==> config.mk <==
export PLATFORM = sky130hd
export DESIGN_NAME = ict_timer
export DESIGN_NICKNAME = d
export VERILOG_FILES = /design/src/include/ict_pkg.sv /design/src/design/ict_timer.sv /design/src/design/ict_sync.sv
export VERILOG_INCLUDE_DIRS = /design/src /design/src/include
export SDC_FILE = /design/constraint.sdc
export NUM_CORES = 1
export LEC_CHECK = 0
export BUFFER_PORTS_ARGS = -buffer_cell sky130_fd_sc_hd__buf_2
export CAP_MARGIN = 5
export CORE_MARGIN = 2
export CORE_UTILIZATION = 60
export CTS_BUF_LIST = sky130_fd_sc_hd__clkbuf_2 sky130_fd_sc_hd__clkbuf_4 sky130_fd_sc_hd__clkbuf_8
export CTS_CLUSTER_SIZE = 24
export DETAILED_ROUTE_END_ITERATION = 10
export GPL_TIMING_DRIVEN = 0
export HOLD_SLACK_MARGIN = 0.15
export PLACE_DENSITY = 0.78
export SLEW_MARGIN = 25
export SYNTH_ARGS = -nofsm -noshare
export SYNTH_HDL_FRONTEND = slang
export SYNTH_SLANG_ARGS = --single-unit
==> constraint.sdc <==
create_clock -name clock -period 11.06 [get_ports clock]
set_clock_uncertainty 0.15 [all_clocks]
set_input_delay 1.106 -clock clock [delete_from_list [all_inputs] [get_ports clock]]
set_output_delay 1.106 -clock clock [all_outputs]
set_load 0.01 [all_outputs]
==> src/include/ict_defines.svh <==
// constants of the interval counter timer: offsets, fields, codes, timing
// Functional notes
// - three independent presettable 16-bit down-counters
// - divisors 2 to 65,535; output rate is input rate over loaded value
// - counter one output clocks counter two; counter two output starts conversions
// - gate rising edge is a trigger; a positive clock pulse is one count
// - mode 0: load drives output low, counting runs, high at zero until reload
// - mode 1: output low after trigger, high at zero; early trigger restarts it
// - mode 2: divide by N, one clock low per N counts, stops with gate low
// - mode 3: square wave; odd N high (N+1)/2, low (N-1)/2 counts
// - mode 3: decrement by two each half-wave, reloading between halves
// - mode 4: output high, counting starts on load, one low period at zero
// - mode 4: low gate level holds the count
// - mode 5: rising gate starts full count, one low clock at terminal count
// - control byte: select 7:6, access 5:4, mode 3:1, format bit 0
// - select 00/01/10 picks counter 0/1/2, 11 is a read-back command
// - access 00 latch, 01 low byte, 10 high byte, 11 low then high
// - mode 000,001,x10,x11,100,101 give modes 0 to 5
// - format bit clear counts binary, set counts BCD
// - counter zero clock selectable: internal 10MHz or external pin
// - latch copies count to hold register; reads return it, counting goes on
// - low/high mode pairs accesses through a byte sequencing flip-flop
`ifndef ICT_DEFINES_SVH
`define ICT_DEFINES_SVH

// ************************************************
// register map, byte addresses on the apb bus
// ************************************************
`define ICT_OFF_CNT0 8'h00
`define ICT_OFF_CNT1 8'h04
`define ICT_OFF_CNT2 8'h08
`define ICT_OFF_CTRL 8'h0c
`define ICT_OFF_CSEL 8'h10

// ************************************************
// control byte fields and codes
// ************************************************
`define ICT_CW_SC 7:6
`define ICT_CW_RW 5:4
`define ICT_CW_MODE 3:1
`define ICT_CW_BCD 0
`define ICT_SC_RB 2'h3
`define ICT_RW_LATCH 2'h0
`define ICT_RW_LSB 2'h1
`define ICT_RW_MSB 2'h2
`define ICT_RW_LH 2'h3
`define ICT_RB_CNT_N 5
`define ICT_RB_C0 1
`define ICT_M0 3'h0
`define ICT_M1 3'h1
`define ICT_M2 3'h2
`define ICT_M3 3'h3
`define ICT_M4 3'h4
`define ICT_M5 3'h5

// ************************************************
// clock select register fields, data byte lanes
// ************************************************
`define ICT_CS_SEL 0
`define ICT_CS_OUT 6:4
`define ICT_LO 7:0
`define ICT_HI 15:8

// ************************************************
// counting constants and timing
// ************************************************
`define ICT_NCNT 3
`define ICT_CNT_ONE 16'h0001
`define ICT_CNT_TWO 16'h0002
`define ICT_BCD_MAX 4'h9
`define ICT_SYS_PERIOD_NS 5
`define ICT_INT_PERIOD_NS 100

`endif

==> src/include/ict_pkg.sv <==
// types of the interval counter timer
package ict_pkg;

	// whole state of the timer top level
	typedef struct packed {
		logic [2:0][2:0] mode;
		logic [2:0][1:0] rw;
		logic [2:0] bcd;
		logic [2:0][15:0] cnt;
		logic [2:0][15:0] rel;
		logic [2:0][15:0] hold;
		logic [2:0] held;
		logic [2:0] out;
		logic [2:0] pend;
		logic [2:0] arm;
		logic [2:0] trig;
		logic [2:0] wr_hi;
		logic [2:0] rd_hi;
		logic [2:0] clk_q;
		logic [2:0] gate_q;
		logic [4:0] div;
		logic int_clk;
		logic clk0_sel;
		logic [31:0] prdata;
		logic pready;
		logic pslverr;
		logic ad_start;
	} ict_state_t;

endpackage

==> src/design/ict_timer.sv <==
// three channel interval counter timer with apb register access
//
// Local design decisions: the APB register port and the register offsets.
`include "ict_defines.svh"
module ict_timer
	import ict_pkg::*;
(
	input wire logic clock, // 200 MHz system clock
	input wire logic reset, // async reset, active high
	input wire logic psel, // apb select
	input wire logic penable, // apb access phase
	input wire logic pwrite, // apb direction
	input wire logic [7:0] paddr, // apb byte address
	input wire logic [31:0] pwdata, // apb write data
	output logic [31:0] prdata, // apb read data
	output logic pready, // apb ready
	output logic pslverr, // apb error, unmapped address
	input wire logic clk0_ext, // external clock for counter zero
	input wire logic clk1_in, // clock pin of counter one
	input wire logic [2:0] gate_in, // gate pins of the three counters
	output logic [2:0] cnt_out, // counter outputs
	output logic ad_start // one-cycle conversion start pulse
);

	// ************************************************
	// constants and state
	// ************************************************
	localparam logic [4:0] HALF_M1 =
		5'((`ICT_INT_PERIOD_NS / `ICT_SYS_PERIOD_NS) / 2 - 1);

	ict_state_t s_ff;
	ict_state_t nxt_s;
	logic [4:0] sy;
	logic [2:0] src;
	logic [2:0] gate;
	logic [2:0] tick;
	logic [2:0] rise;
	logic acc;
	logic done;
	logic wr_cyc;
	logic ctr_hit;
	logic ctrl_hit;
	logic cs_hit;
	logic [1:0] cid;

	// decrement by one, binary or four bcd digits
	function automatic logic [15:0] ict_dec(input logic [15:0] v, input logic b);
		logic [15:0] r;
		logic brw;
		r = v;
		brw = 1'b1;
		if (!b)
			r = v - `ICT_CNT_ONE;
		else
		begin
			for (int k = 0; k < 4; k++)
			begin
				if (brw)
				begin
					if (r[k*4 +: 4] == 4'h0)
						r[k*4 +: 4] = `ICT_BCD_MAX;
					else
					begin
						r[k*4 +: 4] = r[k*4 +: 4] - 4'h1;
						brw = 1'b0;
					end
				end
			end
		end
		return r;
	endfunction

	// ************************************************
	// pin synchronisers and event detection
	// ************************************************
	ict_sync #(.W(5)) u_sync (
		.clock(clock),
		.reset(reset),
		.din({gate_in, clk1_in, clk0_ext}),
		.level(sy)
	);

	// counter clock sources; counter two runs from counter one output
	// chained clock
	assign src = {s_ff.out[1], sy[1], s_ff.clk0_sel ? sy[0] : s_ff.int_clk};
	assign gate = sy[4:2];
	// count at end of clock pulse, trigger on gate rise
	assign tick = s_ff.clk_q & ~src;
	assign rise = gate & ~s_ff.gate_q;

	// apb phase and address decode
	assign acc = psel & penable;
	assign done = acc & s_ff.pready;
	assign wr_cyc = done & pwrite;
	assign ctr_hit = (paddr == `ICT_OFF_CNT0) | (paddr == `ICT_OFF_CNT1) |
		(paddr == `ICT_OFF_CNT2);
	assign ctrl_hit = (paddr == `ICT_OFF_CTRL);
	assign cs_hit = (paddr == `ICT_OFF_CSEL);
	assign cid = (paddr == `ICT_OFF_CNT1) ? 2'h1 : (paddr == `ICT_OFF_CNT2) ? 2'h2 : 2'h0;

	// ************************************************
	// next state
	// ************************************************
	always_comb
	begin
		logic [15:0] d1;
		logic [15:0] d2;
		logic [15:0] drel;
		logic [15:0] v;
		logic [1:0] k;
		logic [2:0] nm;
		logic commit;
		nxt_s = s_ff;
		d1 = '0;
		d2 = '0;
		drel = '0;
		v = '0;
		k = '0;
		nm = '0;
		commit = 1'b0;

		// internal 10 MHz clock from the system clock
		if (s_ff.div == HALF_M1)
		begin
			nxt_s.div = '0;
			nxt_s.int_clk = ~s_ff.int_clk;
		end
		else
			nxt_s.div = s_ff.div + 5'h1;

		for (int i = 0; i < `ICT_NCNT; i++)
		begin
			d1 = ict_dec(s_ff.cnt[i], s_ff.bcd[i]);
			d2 = ict_dec(d1, s_ff.bcd[i]);
			drel = ict_dec(s_ff.rel[i], s_ff.bcd[i]);
			nxt_s.clk_q[i] = src[i];
			nxt_s.gate_q[i] = gate[i];
			// a trigger waits for the next count clock; a new rise wins
			nxt_s.trig[i] = rise[i] | (s_ff.trig[i] & ~tick[i]);
			if (tick[i])
			begin
				unique case (s_ff.mode[i])
					`ICT_M0:
					begin
						// count while gated, high at zero
						if (s_ff.pend[i])
						begin
							nxt_s.cnt[i] = s_ff.rel[i];
							nxt_s.pend[i] = 1'b0;
						end
						else if (gate[i])
						begin
							nxt_s.cnt[i] = d1;
							if (s_ff.cnt[i] == `ICT_CNT_ONE)
								nxt_s.out[i] = 1'b1;
						end
					end
					`ICT_M1:
					begin
						if (s_ff.trig[i])
						begin
							nxt_s.cnt[i] = s_ff.rel[i];
							nxt_s.out[i] = 1'b0;
							nxt_s.pend[i] = 1'b0;
						end
						else if (!s_ff.out[i])
						begin
							nxt_s.cnt[i] = d1;
							if (s_ff.cnt[i] == `ICT_CNT_ONE)
								nxt_s.out[i] = 1'b1;
						end
					end
					`ICT_M2:
					begin
						// one low clock every n counts
						if (s_ff.pend[i] | s_ff.trig[i])
						begin
							nxt_s.cnt[i] = s_ff.rel[i];
							nxt_s.out[i] = 1'b1;
							nxt_s.pend[i] = 1'b0;
						end
						else if (!gate[i])
							nxt_s.out[i] = 1'b1;
						else if (s_ff.cnt[i] == `ICT_CNT_ONE)
						begin
							nxt_s.cnt[i] = s_ff.rel[i];
							nxt_s.out[i] = 1'b1;
						end
						else
						begin
							nxt_s.cnt[i] = d1;
							if (s_ff.cnt[i] == `ICT_CNT_TWO)
								nxt_s.out[i] = 1'b0;
						end
					end
					`ICT_M3:
					begin
						// odd counts: high half one longer
						// step by two, reload each half-wave
						if (s_ff.pend[i] | s_ff.trig[i])
						begin
							nxt_s.cnt[i] = s_ff.rel[i];
							nxt_s.out[i] = 1'b1;
							nxt_s.pend[i] = 1'b0;
						end
						else if (!gate[i])
							nxt_s.out[i] = 1'b1;
						else if (s_ff.cnt[i] == `ICT_CNT_TWO)
						begin
							nxt_s.out[i] = ~s_ff.out[i];
							if (s_ff.out[i] && s_ff.rel[i][0])
								nxt_s.cnt[i] = drel;
							else
								nxt_s.cnt[i] = s_ff.rel[i];
						end
						else
							nxt_s.cnt[i] = s_ff.cnt[i][0] ? d1 : d2;
					end
					`ICT_M4:
					begin
						if (!s_ff.out[i])
							nxt_s.out[i] = 1'b1;
						if (s_ff.pend[i])
						begin
							nxt_s.cnt[i] = s_ff.rel[i];
							nxt_s.pend[i] = 1'b0;
						end
						else if (gate[i] && s_ff.arm[i])
						begin
							nxt_s.cnt[i] = d1;
							if (s_ff.cnt[i] == `ICT_CNT_ONE)
							begin
								nxt_s.out[i] = 1'b0;
								nxt_s.arm[i] = 1'b0;
							end
						end
					end
					`ICT_M5:
					begin
						// gate rise starts a full count
						if (!s_ff.out[i])
							nxt_s.out[i] = 1'b1;
						if (s_ff.trig[i])
						begin
							nxt_s.cnt[i] = s_ff.rel[i];
							nxt_s.arm[i] = 1'b1;
							nxt_s.pend[i] = 1'b0;
						end
						else if (s_ff.arm[i])
						begin
							nxt_s.cnt[i] = d1;
							if (s_ff.cnt[i] == `ICT_CNT_ONE)
							begin
								nxt_s.out[i] = 1'b0;
								nxt_s.arm[i] = 1'b0;
							end
						end
					end
				endcase
			end
		end

		// apb: one wait state, error on unmapped address
		nxt_s.pready = acc & ~s_ff.pready;
		nxt_s.pslverr = acc & ~s_ff.pready & ~(ctr_hit | ctrl_hit | cs_hit);

		// read data prepared in the first access cycle
		if (acc && !s_ff.pready)
		begin
			nxt_s.prdata = '0;
			if (ctr_hit)
			begin
				// held value wins over the live count
				v = s_ff.held[cid] ? s_ff.hold[cid] : s_ff.cnt[cid];
				unique case (s_ff.rw[cid])
					`ICT_RW_MSB: nxt_s.prdata[`ICT_LO] = v[`ICT_HI];
					`ICT_RW_LH: nxt_s.prdata[`ICT_LO] = s_ff.rd_hi[cid] ? v[`ICT_HI] : v[`ICT_LO];
					default: nxt_s.prdata[`ICT_LO] = v[`ICT_LO];
				endcase
			end
			else if (cs_hit)
			begin
				nxt_s.prdata[`ICT_CS_SEL] = s_ff.clk0_sel;
				nxt_s.prdata[`ICT_CS_OUT] = s_ff.out;
			end
		end

		if (done && !pwrite && ctr_hit)
		begin
			if (s_ff.rw[cid] == `ICT_RW_LH && !s_ff.rd_hi[cid])
				nxt_s.rd_hi[cid] = 1'b1;
			else
			begin
				nxt_s.rd_hi[cid] = 1'b0;
				nxt_s.held[cid] = 1'b0;
			end
		end

		// count writes through the byte order of the counter
		if (wr_cyc && ctr_hit)
		begin
			unique case (s_ff.rw[cid])
				`ICT_RW_LSB:
				begin
					nxt_s.rel[cid] = {8'h00, pwdata[`ICT_LO]};
					commit = 1'b1;
				end
				`ICT_RW_MSB:
				begin
					nxt_s.rel[cid] = {pwdata[`ICT_LO], 8'h00};
					commit = 1'b1;
				end
				`ICT_RW_LH:
				begin
					if (!s_ff.wr_hi[cid])
					begin
						nxt_s.rel[cid][`ICT_LO] = pwdata[`ICT_LO];
						nxt_s.wr_hi[cid] = 1'b1;
					end
					else
					begin
						nxt_s.rel[cid][`ICT_HI] = pwdata[`ICT_LO];
						nxt_s.wr_hi[cid] = 1'b0;
						commit = 1'b1;
					end
				end
				`ICT_RW_LATCH:
					commit = 1'b0;
			endcase
			if (commit)
			begin
				nxt_s.pend[cid] = 1'b1;
				// mode 5 stays idle until a gate rise arms it
				if (s_ff.mode[cid] != `ICT_M5)
					nxt_s.arm[cid] = 1'b1;
				// a new count drives mode 0 low
				if (s_ff.mode[cid] == `ICT_M0)
					nxt_s.out[cid] = 1'b0;
			end
		end

		if (wr_cyc && ctrl_hit)
		begin
			if (pwdata[`ICT_CW_SC] != `ICT_SC_RB)
			begin
				k = pwdata[`ICT_CW_SC];
				if (pwdata[`ICT_CW_RW] == `ICT_RW_LATCH)
				begin
					if (!s_ff.held[k])
					begin
						nxt_s.hold[k] = s_ff.cnt[k];
						nxt_s.held[k] = 1'b1;
					end
				end
				else
				begin
					// x1x folds onto modes 2 and 3
					nm = pwdata[`ICT_CW_MODE];
					if (nm[1])
						nm[2] = 1'b0;
					nxt_s.mode[k] = nm;
					nxt_s.rw[k] = pwdata[`ICT_CW_RW];
					nxt_s.bcd[k] = pwdata[`ICT_CW_BCD];
					nxt_s.out[k] = (nm != `ICT_M0);
					nxt_s.pend[k] = 1'b0;
					nxt_s.arm[k] = 1'b0;
					nxt_s.wr_hi[k] = 1'b0;
					nxt_s.rd_hi[k] = 1'b0;
					nxt_s.held[k] = 1'b0;
				end
			end
			else
			begin
				// read-back latches all selected counters at once
				for (int i = 0; i < `ICT_NCNT; i++)
				begin
					if (!pwdata[`ICT_RB_CNT_N] && pwdata[`ICT_RB_C0 + i] && !s_ff.held[i])
					begin
						nxt_s.hold[i] = s_ff.cnt[i];
						nxt_s.held[i] = 1'b1;
					end
				end
			end
		end

		// clock select register
		if (wr_cyc && cs_hit)
			nxt_s.clk0_sel = pwdata[`ICT_CS_SEL];

		// conversion start on each rising edge of counter two
		nxt_s.ad_start = nxt_s.out[2] & ~s_ff.out[2];
	end

	// state register
	always_ff @(posedge clock or posedge reset)
	begin
		if (reset)
			s_ff <= '0;
		else
			s_ff <= nxt_s;
	end

	// outputs straight from the state register
	assign prdata = s_ff.prdata;
	assign pready = s_ff.pready;
	assign pslverr = s_ff.pslverr;
	assign cnt_out = s_ff.out;
	assign ad_start = s_ff.ad_start;
endmodule

==> src/design/ict_sync.sv <==
// three flip-flop input synchroniser with agreement filter
module ict_sync #(
	parameter int W = 1
) (
	input wire logic clock, // system clock
	input wire logic reset, // async reset, active high
	input wire logic [W-1:0] din, // asynchronous pins
	output logic [W-1:0] level // filtered level
);

	typedef struct packed {
		logic [W-1:0] s1;
		logic [W-1:0] s2;
		logic [W-1:0] s3;
		logic [W-1:0] lvl;
	} ict_sync_t;

	ict_sync_t s_ff;
	ict_sync_t nxt_s;

	// shift chain; level follows once stages two and three agree
	always_comb
	begin
		nxt_s = s_ff;
		nxt_s.s1 = din;
		nxt_s.s2 = s_ff.s1;
		nxt_s.s3 = s_ff.s2;
		for (int i = 0; i < W; i++)
		begin
			if (s_ff.s2[i] == s_ff.s3[i])
				nxt_s.lvl[i] = s_ff.s3[i];
		end
	end

	// state register
	always_ff @(posedge clock or posedge reset)
	begin
		if (reset)
			s_ff <= '0;
		else
			s_ff <= nxt_s;
	end

	assign level = s_ff.lvl;

endmodule

# After elaboration in Yosys (flattened, before gate mapping)

Cells that the tools add are included.

Equality and inequality tests: 56
Bitwise logic cells: 49
Reduce and logical (&&, ||, !) cells: 94
Add/subtract/negate cells: 46
$lt $le $gt $ge: 4
Muxes and demuxes: 380

Operator list:

| cell                                                                 | count |
|---|---|
| 16-bit two-way mux                                                   | 67 |
| 16-bit one-hot mux with 6 select lines                               | 3 |
| 4-bit two-way mux                                                    | 63 |
| 48-bit bitwise mux                                                   | 5 |
| 1-bit two-way mux                                                    | 175 |
| 4-bit zero test                                                      | 36 |
| 48-bit one-hot mux with 3 select lines                               | 1 |
| 16-bit by 1-bit subtractor with 16-bit output, second input constant | 9 |
| 4-bit by 1-bit subtractor with 4-bit output, second input constant   | 36 |
| 16-bit demux with 2-bit select                                       | 4 |
| 51-bit two-way mux                                                   | 2 |
| 16-bit binary-select mux with 2-bit select                           | 3 |
| 48-bit two-way mux                                                   | 2 |
| 16-bit by 1-bit == test with 1-bit output, second input constant     | 3 |
| 16-bit by 2-bit == test with 1-bit output, second input constant     | 3 |
| 3-bit two-way mux                                                    | 15 |
| 9-bit two-way mux                                                    | 4 |
| 3-bit AND                                                            | 11 |
| 3-bit != test, second input constant                                 | 10 |
| 3-bit by 2-bit != test with 1-bit output, second input constant      | 9 |
| 1-bit logical AND                                                    | 21 |
| 7-bit AND reduction                                                  | 3 |
| 2-bit OR reduction                                                   | 10 |
| 3-bit by 2-bit == test with 1-bit output, second input constant      | 6 |
| other kinds (46)                                                     | 128 |

Output and inout bits: 38
Word-level logic and storage cells: 669
Input port bits: 50
Register bits after elaboration: 227

# Logic depth before layout (Yosys ltp)

Gate-level depths: netlist (run 1).

Depth after elaboration: 23
Depth in mapped cells: 17
Gate-level depth less buffers: 13

# Cells and area by module

From an unflattened synthesis (run 1), not the netlist that was laid out.

Cells, all modules: 2350
Area total of the unflattened synthesis: 18183.7 um2

By module, submodules not included:

| module    | instances | sequential area each (um2) | area an instance (um2) | cells each |
|---|---|---|---|---|
| ict_timer | 1         | 5180.0                     | 17585.6                | 2319 |
| ict_sync  | 1         | 500.5                      | 598.1                  | 31 |

# Worst setup path before layout (run 1)

OpenSTA, ideal clock, no wires.

Path type: input to register
Start: input port paddr[0]
End: register s_ff[57] in the netlist's numbering
Data required time: 10.758 ns
Library setup time: 0.152 ns
Buffers on the path: 3
Arrival time: 3.669 ns
Cell stages on the path: 11
Path slack: 7.089 ns
Cell sequence: or4_1 > clkbuf_1 > or4_4 > a221o_1 > o41a_1 > buf_2 > nand2_1 > nor2_1 > buf_4 > a21oi_1 > nor2_1

RTL lines:

| element              | RTL line         | source |
|---|---|---|
| from (decl)          | ict_timer.sv:13  | `input wire logic [7:0] paddr,` |
| to (signal assigned) | ict_timer.sv:400 | `s_ff <= nxt_s;` |
| to (decl)            | ict_timer.sv:31  | `ict_state_t s_ff;` |

# Worst setup path in the final report (run 1)

Start: register s_ff[181] in the netlist's numbering
End: register s_ff[196] in the netlist's numbering

Longest elaborated chain between the ends: 18
Elaborated cells between the ends (all ways): 49
Those cells by class: 4 x add/sub; 2 x eq/ne; 38 x mux; 5 x reduce/logical

RTL lines:

| element                                                                                | RTL line         | source |
|---|---|---|
| branches (longest 17 deep; another with 16-bit by 1-bit subtractor with 16-bit output) | n/a              |  |
| 16-bit one-hot mux with 6 select lines *                                               | ict_timer.sv:142 | `unique case (s_ff.mode[i])` |

Mark *: on every way between the ends. The select of a mux whose other input is x is not followed.
A chain may end at the register's enable or synchronous reset.

==> out/metrics.yaml, run 1 <==
clk_path_buf_depth: 3
switching_share: 0.431
p_leak_nw: 7.73
ys.flop_type: "dfrtp_1"
cp_cell_sequence: "clkbuf_1 -> clkbuf_1 -> inv_1 -> ha_1 -> or4b_2 -> nor3_1 -> nor4_1 -> a311oi_1 -> nand2b_1 -> nor4_1 -> or4_1 -> a31o_2 -> o21ai_1"
cts_htree_levels: 2
grt_pass1_wl_um: 100000
post_cts_resized: 0
viasPerCell: 6.91
rsz0062_at_grt: "false"
rows: 62
start_util: 0.609
grtUsageTotal: 0.416
grt_pass1_vias: 17923
place_area_um2: 18300
crit_buf_inv: 3
arrival_ns: 5.25
grt-ovfl-total: 0
postRouteAntennaNets: 0
cellPowerDensity_nw_per_um2: 174
antenna_found_initial: 4
drv_slew: 0
fin_util: 0.670
post-route-drc-count: 0
postCtsHoldBufs: 0
die_h_um: 175
hold_viol: 0
hp-class: "register to register"
power_frac_comb: 0.447
postSynthCellCount: 2272
yosysUniqueCellTypes: 92
cp_slowest_cell: "or4b_2"
synth.area.top_cells: "dfrtp_1, nand2_1, o21ai_0"
syn_avg_cell_area_um2: 7.69
design_area_um2: 19200
synth_edf_count: 0
synth_top_cell_by_area: "dfrtp_1"
drive_gt1_frac: 0.0865
path_class: "register to register"
end_kind: "register"
intPower_mw: 1.90
peakVddDrop_v: 0.000118
vias: 19300
startpoint_type: "register"
wl_per_cell_um: 23.0
fin_tns_setup_ns: 0
cp_max_fo: 10
worstSkewPairLatency_ns: 0.58
fmax_mhz: 203
io_pins: 88
fin_crit_sh: 0.445
drtIter0Drc: 2870
hpwlAfterDp_um: 47600
setup_viol: 0
ys_ff_latch: 227
syn-cell-area_um2: 17500
clkPwrFrac: 0.265
grt_max_degree: 82
io_buffers: 36
period_needed_ns: 4.92
fp.dieArea_um2: 30500
async_reset_ff_frac: 1.00
p_seq_frac: 0.289
maxCapViolations: 0
power_mw: 3.34
cp_top_family: "simple AND/OR/NAND/NOR gates"
synth_top_area_frac: 0.325
cp_slowest_stage_delay_ns: 0.68
slew-limit-headroom: 0.279
clkSinkCount: 227
cp.required_ns: 11.39
yosysWarnings: 0
clockRootBuffer: "clkbuf_8"
n_fill_cell: 2529
cts_setup_buffers: 0
routed_wl_um: 64300
ys_seq_area_frac: 0.325
tightest_slew_ns: 1.08
clk_pin_slew_ns: 0.06
syn2layout_area_growth_pct: 10.1
die_x_um: 175
fin_nets: 2455
dr.pass1.iters: 10
power_switching_mw: 1.44
numCtsBuffers: 41
status: "finished clean"
gp_congestion: 1.04
cts_tree: "done"
core-area_um2: 28700
-- sequential cells by signal, indices dropped and copies added, names as in the netlist --
register and flops:
ad_start 1, s_ff 193, u_sync.level 5, u_sync.s_ff 5, u_sync.nxt_s 10, cnt_out 3
pready 1, pslverr 1, prdata 8
-- final timing paths --
check	start	end	slack, ns	cells past startpoint
max	s_ff[181]	s_ff[196]	6.14	13
min	u_sync.nxt_s[10]	u_sync.nxt_s[5]	0.20	0
max reg2reg	s_ff[181]	s_ff[196]	6.14	13
min reg2reg	u_sync.nxt_s[10]	u_sync.nxt_s[5]	0.20	0
max in group asynchronous	reset	s_ff[55]	9.12	4
min in group asynchronous	reset	s_ff[56]	0.46	2
-- power by group through the flow --
stage | clock (mW) | sequential (mW) | combinational, mW
finish | 0.885 | 0.965 | 1.49
global route | 0.923 | 0.972 | 1.60
CTS | 0.887 | 0.962 | 1.43
detailed placement | 0 | 0.976 | 1.41
global placement | 0 | 0.973 | 1.40
floorplan | 0 | 0.954 | 1.02
-- cells in the mapped netlist (all sizes together), types with 34 or more instances --
master	count
buf	63
clkbuf	143
a22o	35
dfrtp	227
nor3	85
xnor2	40
nor4	34
nand3	78
nand2	363
o21ai	195
nor2	194
inv	51
a21oi	153
-- cell families after synthesis --
| family | Yosys count | synth area share |
|---|---|---|
| AND/OR/NAND/NOR | 969 | 0.266 |
| AO/OA/AOI/OAI | 682 | 0.258 |
| buffers and inverters | 260 | 0.0657 |
| flip-flops | 227 | 0.325 |
| XOR/XNOR | 54 | 0.0271 |
| multiplexers | 46 | 0.0349 |
| adder cells (fa/ha/maj) | 33 | 0.0229 |
| other | 1 | 0.000215 |
-- through the flow --
stage                     setup WS, ns  hold WS, ns  cells
after CTS                         6.20        0.203   2789
after floorplan                   3.58        0.181   2295
final                             6.14        0.201   2793
after detailed placement          6.25        0.190   2718
after global routing              6.03        0.204   2793
after global placement            1.15        0.183   2715
-- cell usage in the layout, fill, tap and decap left out, types with 17 or more instances in the layout --
master | synthesis | final
a211oi_1 | 26 | 26
a21oi_1 | 153 | 153
a221oi_1 | 27 | 27
a22o_1 | 35 | 35
a31oi_1 | 31 | 31
a41oi_1 | 22 | 22
and2_1 | 17 | 17
and3_1 | 19 | 19
buf_2 | 9 | 45
buf_4 | 39 | 40
clkbuf_1 | 143 | 143
clkbuf_8 | 0 | 53
conb_1 | 1 | 24
dfrtp_1 | 227 | 227
ha_1 | 28 | 28
inv_1 | 51 | 50
mux2i_1 | 26 | 26
nand2_1 | 363 | 363
nand2b_1 | 32 | 32
nand3_1 | 78 | 78
nand4_1 | 22 | 22
nor2_1 | 194 | 194
nor2b_1 | 19 | 19
nor3_1 | 83 | 82
nor4_1 | 33 | 33
o21ai_0 | 191 | 191
o31ai_1 | 17 | 17
or3_1 | 24 | 24
xnor2_1 | 40 | 40
-- final cells by class --
class                      count  area, um2  area share
multi-input combinational   1808      10800       0.559
sequential                   227       5680       0.295
buffer                       206        946      0.0492
clock buffer                  64        812      0.0422
tap                          384        480      0.0250
timing repair buffer          39        243      0.0126
inverter                      54        210      0.0109
clock inverter                 7       90.1     0.00468
antenna                        4       10.0    0.000520
-- per-layer routing --
layer  global-route usage  wire length (um)  vias to the layer above
li1                     -                 -                     8510
met1                0.581             25900                     9205
met2                0.618             27600                     1351
met3               0.0744              7110                      234
met4                0.216              3670                        0
met5                    0                 0                        -
Power figures use the tool's default switching activity.
==> run 2: changes to the inputs <==
- clock period: 11.06 -> 5 ns (I/O delays scaled with it)
==> out/metrics.yaml, run 2 (synthesis results as in run 1) <==
switching_share: 0.440  # +0.00886
wl_per_cell_um: 22.9  # -0.75%
dp_cells: 2724  # +0.22%
fp.dieArea_um2: 30500  # unchanged
arrival_ns: 5.05  # -0.20 ns
post-route-drc-count: 0  # unchanged
cp.required_ns: 5.26  # -6.13 ns
holdCritStartpoint: "u_sync.nxt_s[10]"
power_mw: 7.24  # +120%
hold_viol: 0  # unchanged
post-place-ws_ns: 0.296  # -5.95 ns
maxCapViolations: 0  # unchanged
multi_input_area_um2: 10800  # +0.16%
worstSkewPairLatency_ns: 0.58  # about the same
design_area_um2: 19300  # +0.46%
intPower_mw: 4.06  # +110%
cts_tree: "done"
peakVddDrop_v: 0.000307  # +160%
top_register: "s_ff"
core-area_um2: 28700  # unchanged
power_switching_mw: 3.19  # +120%
holdWs_ns: 0.198  # -0.00357 ns
clk_pin_slew_ns: 0.06  # about the same
grt_pass1_wl_um: 99900  # -0.57%
status: "finished clean"
finalNonFillerCells: 2797  # +0.14%
dr.pass1.iters: 6  # -4
grt-ovfl-total: 0  # unchanged
diodes: 0  # -4
end_kind: "register"
setup_ws_ns: 0.210  # -5.93 ns
place_area_um2: 18400  # +0.64%
fmax_mhz: 209  # +2.8%
antenna_found_initial: 3  # -1
grt_pass1_vias: 17849  # -0.41%
clkPwrFrac: 0.245  # -0.020
clockRootBuffer: "clkbuf_8"
fin_crit_sh: 0.958  # +0.513
p_seq_frac: 0.295  # +0.006
rows: 62  # unchanged
tightest_slew_ns: 1.01  # -0.0677 ns
final_common_cell: "nand2_1"
mostFrequentLayoutCells: "nand2_1, dfrtp_1, nor2_1"
drv_slew: 0  # unchanged
die_x_um: 175  # unchanged
n_fill_cell: 2517  # -0.47%
vias: 19200  # -0.52%
die_h_um: 175  # unchanged
drtIter0Drc: 2690  # -6.3%
p_leak_nw: 7.77  # +0.47%
io_buffers: 36  # unchanged
cts_setup_buffers: 0  # unchanged
rsz0062_at_grt: "false"
drive_gt1_frac: 0.0879  # +0.00137
hpwlAfterDp_um: 47500  # -0.22%
clk_path_buf_depth: 3  # unchanged
setup_viol: 0  # unchanged
startpoint_type: "register"
slew-limit-headroom: 0.319  # +0.0400
regArea_um2: 5680  # unchanged
numCtsBuffers: 40  # -2.4%
grtUsageTotal: 0.414  # -0.00153
routed_wl_um: 63900  # -0.61%
cellPowerDensity_nw_per_um2: 375  # +120%
gp_congestion: 1.02  # -1.3%
hp-class: "register to register"
clkSinkCount: 227  # unchanged
cts_htree_levels: 2  # unchanged
period_needed_ns: 4.79  # -0.134 ns
r2r_start: "s_ff[197]"
start_util: 0.609  # unchanged
syn2layout_area_growth_pct: 10.6
largest_reg_flops: 193  # unchanged
cp_max_fo: 10  # unchanged
grt_max_degree: 34  # -59%
postRouteAntennaNets: 0  # unchanged
power_frac_comb: 0.459  # +0.012
io_pins: 88  # unchanged
critPathLaunch: "s_ff[197]"
path_class: "register to register"
viasPerCell: 6.86  # -0.66%
fin_nets: 2467  # +0.49%
-- run 2: cell types whose count changed in the layout (fill, tap and decap cells not counted), sizes merged --
cell	before	now
clkinv	6	8
diode	4	0
buf	102	108
bufinv	2	0
clkbuf	207	202
dlygate4sd3	0	7
-- run 2: per-layer routing --
layer  up-vias  wire (um)  GRT usage
li1       8523          -          -
met5         -         19          0
met3       215       7640     0.0886
met1      9142      25600      0.579
met4         2       3050      0.188
met2      1318      27600      0.618
-- run 2: repair_timing --
action / CTS / global route
hold buffers: 7 / 0
setup endpoints to repair: 0 / 2
hold endpoints to repair: 40 / 0
gates resized for setup: 0 / 2
-- run 2: area by class of cell --
class | count | share of cell area
Timing Repair Buffer | 52 | 0.0224
Clock inverter | 7 | 0.00214
Tap cell | 384 | 0.0249
Sequential cell | 227 | 0.294
Buffer | 206 | 0.0490
Clock buffer | 59 | 0.0391
Inverter | 54 | 0.0107
Multi-Input combinational cell | 1808 | 0.558
-- run 2: worst max-delay path: stages, from the launching register on --
cell      delay [ns]
dfrtp_1         0.47
clkbuf_1        0.30
inv_1           0.31
ha_1            0.23
clkbuf_1        0.41
nand2_1         0.30
o41ai_1         0.32
o21ai_0         0.22
a211oi_2        0.52
nand2b_1        0.21
nor2_1          0.23
o21ai_0         0.16
a221oi_1        0.62
o21ai_0         0.19
-- run 2: metrics by stage --
step / setup TNS, ns / utilization
final: 0 / 0.673
after global routing: 0 / 0.673
after CTS: 0 / 0.672
after detailed placement: 0 / 0.642
after global placement: -0.00198 / 0.635
after floorplan: 0 / -
-- run 2: path summary, 6_finish.rpt --
check / to / slack, ns / cells after the start
max in group asynchronous: u_sync.level[2] / 3.15 / 7
max: s_ff[202] / 0.21 / 13
min in group asynchronous: s_ff[166] / 0.35 / 3
min: u_sync.nxt_s[5] / 0.20 / 0
max reg2reg: s_ff[202] / 0.21 / 13
min reg2reg: u_sync.nxt_s[5] / 0.20 / 0
-- run 2: power groups by stage --
stage | sequential [mW] | combinational [mW] | clock, mW
2_1_floorplan | 2.11 | 2.27 | 0
3_3_place_gp | 2.16 | 3.08 | 0
6_report | 2.14 | 3.33 | 1.78
4_1_cts | 2.13 | 3.16 | 1.78
5_1_grt | 2.15 | 3.57 | 1.86
3_5_place_dp | 2.16 | 3.13 | 0
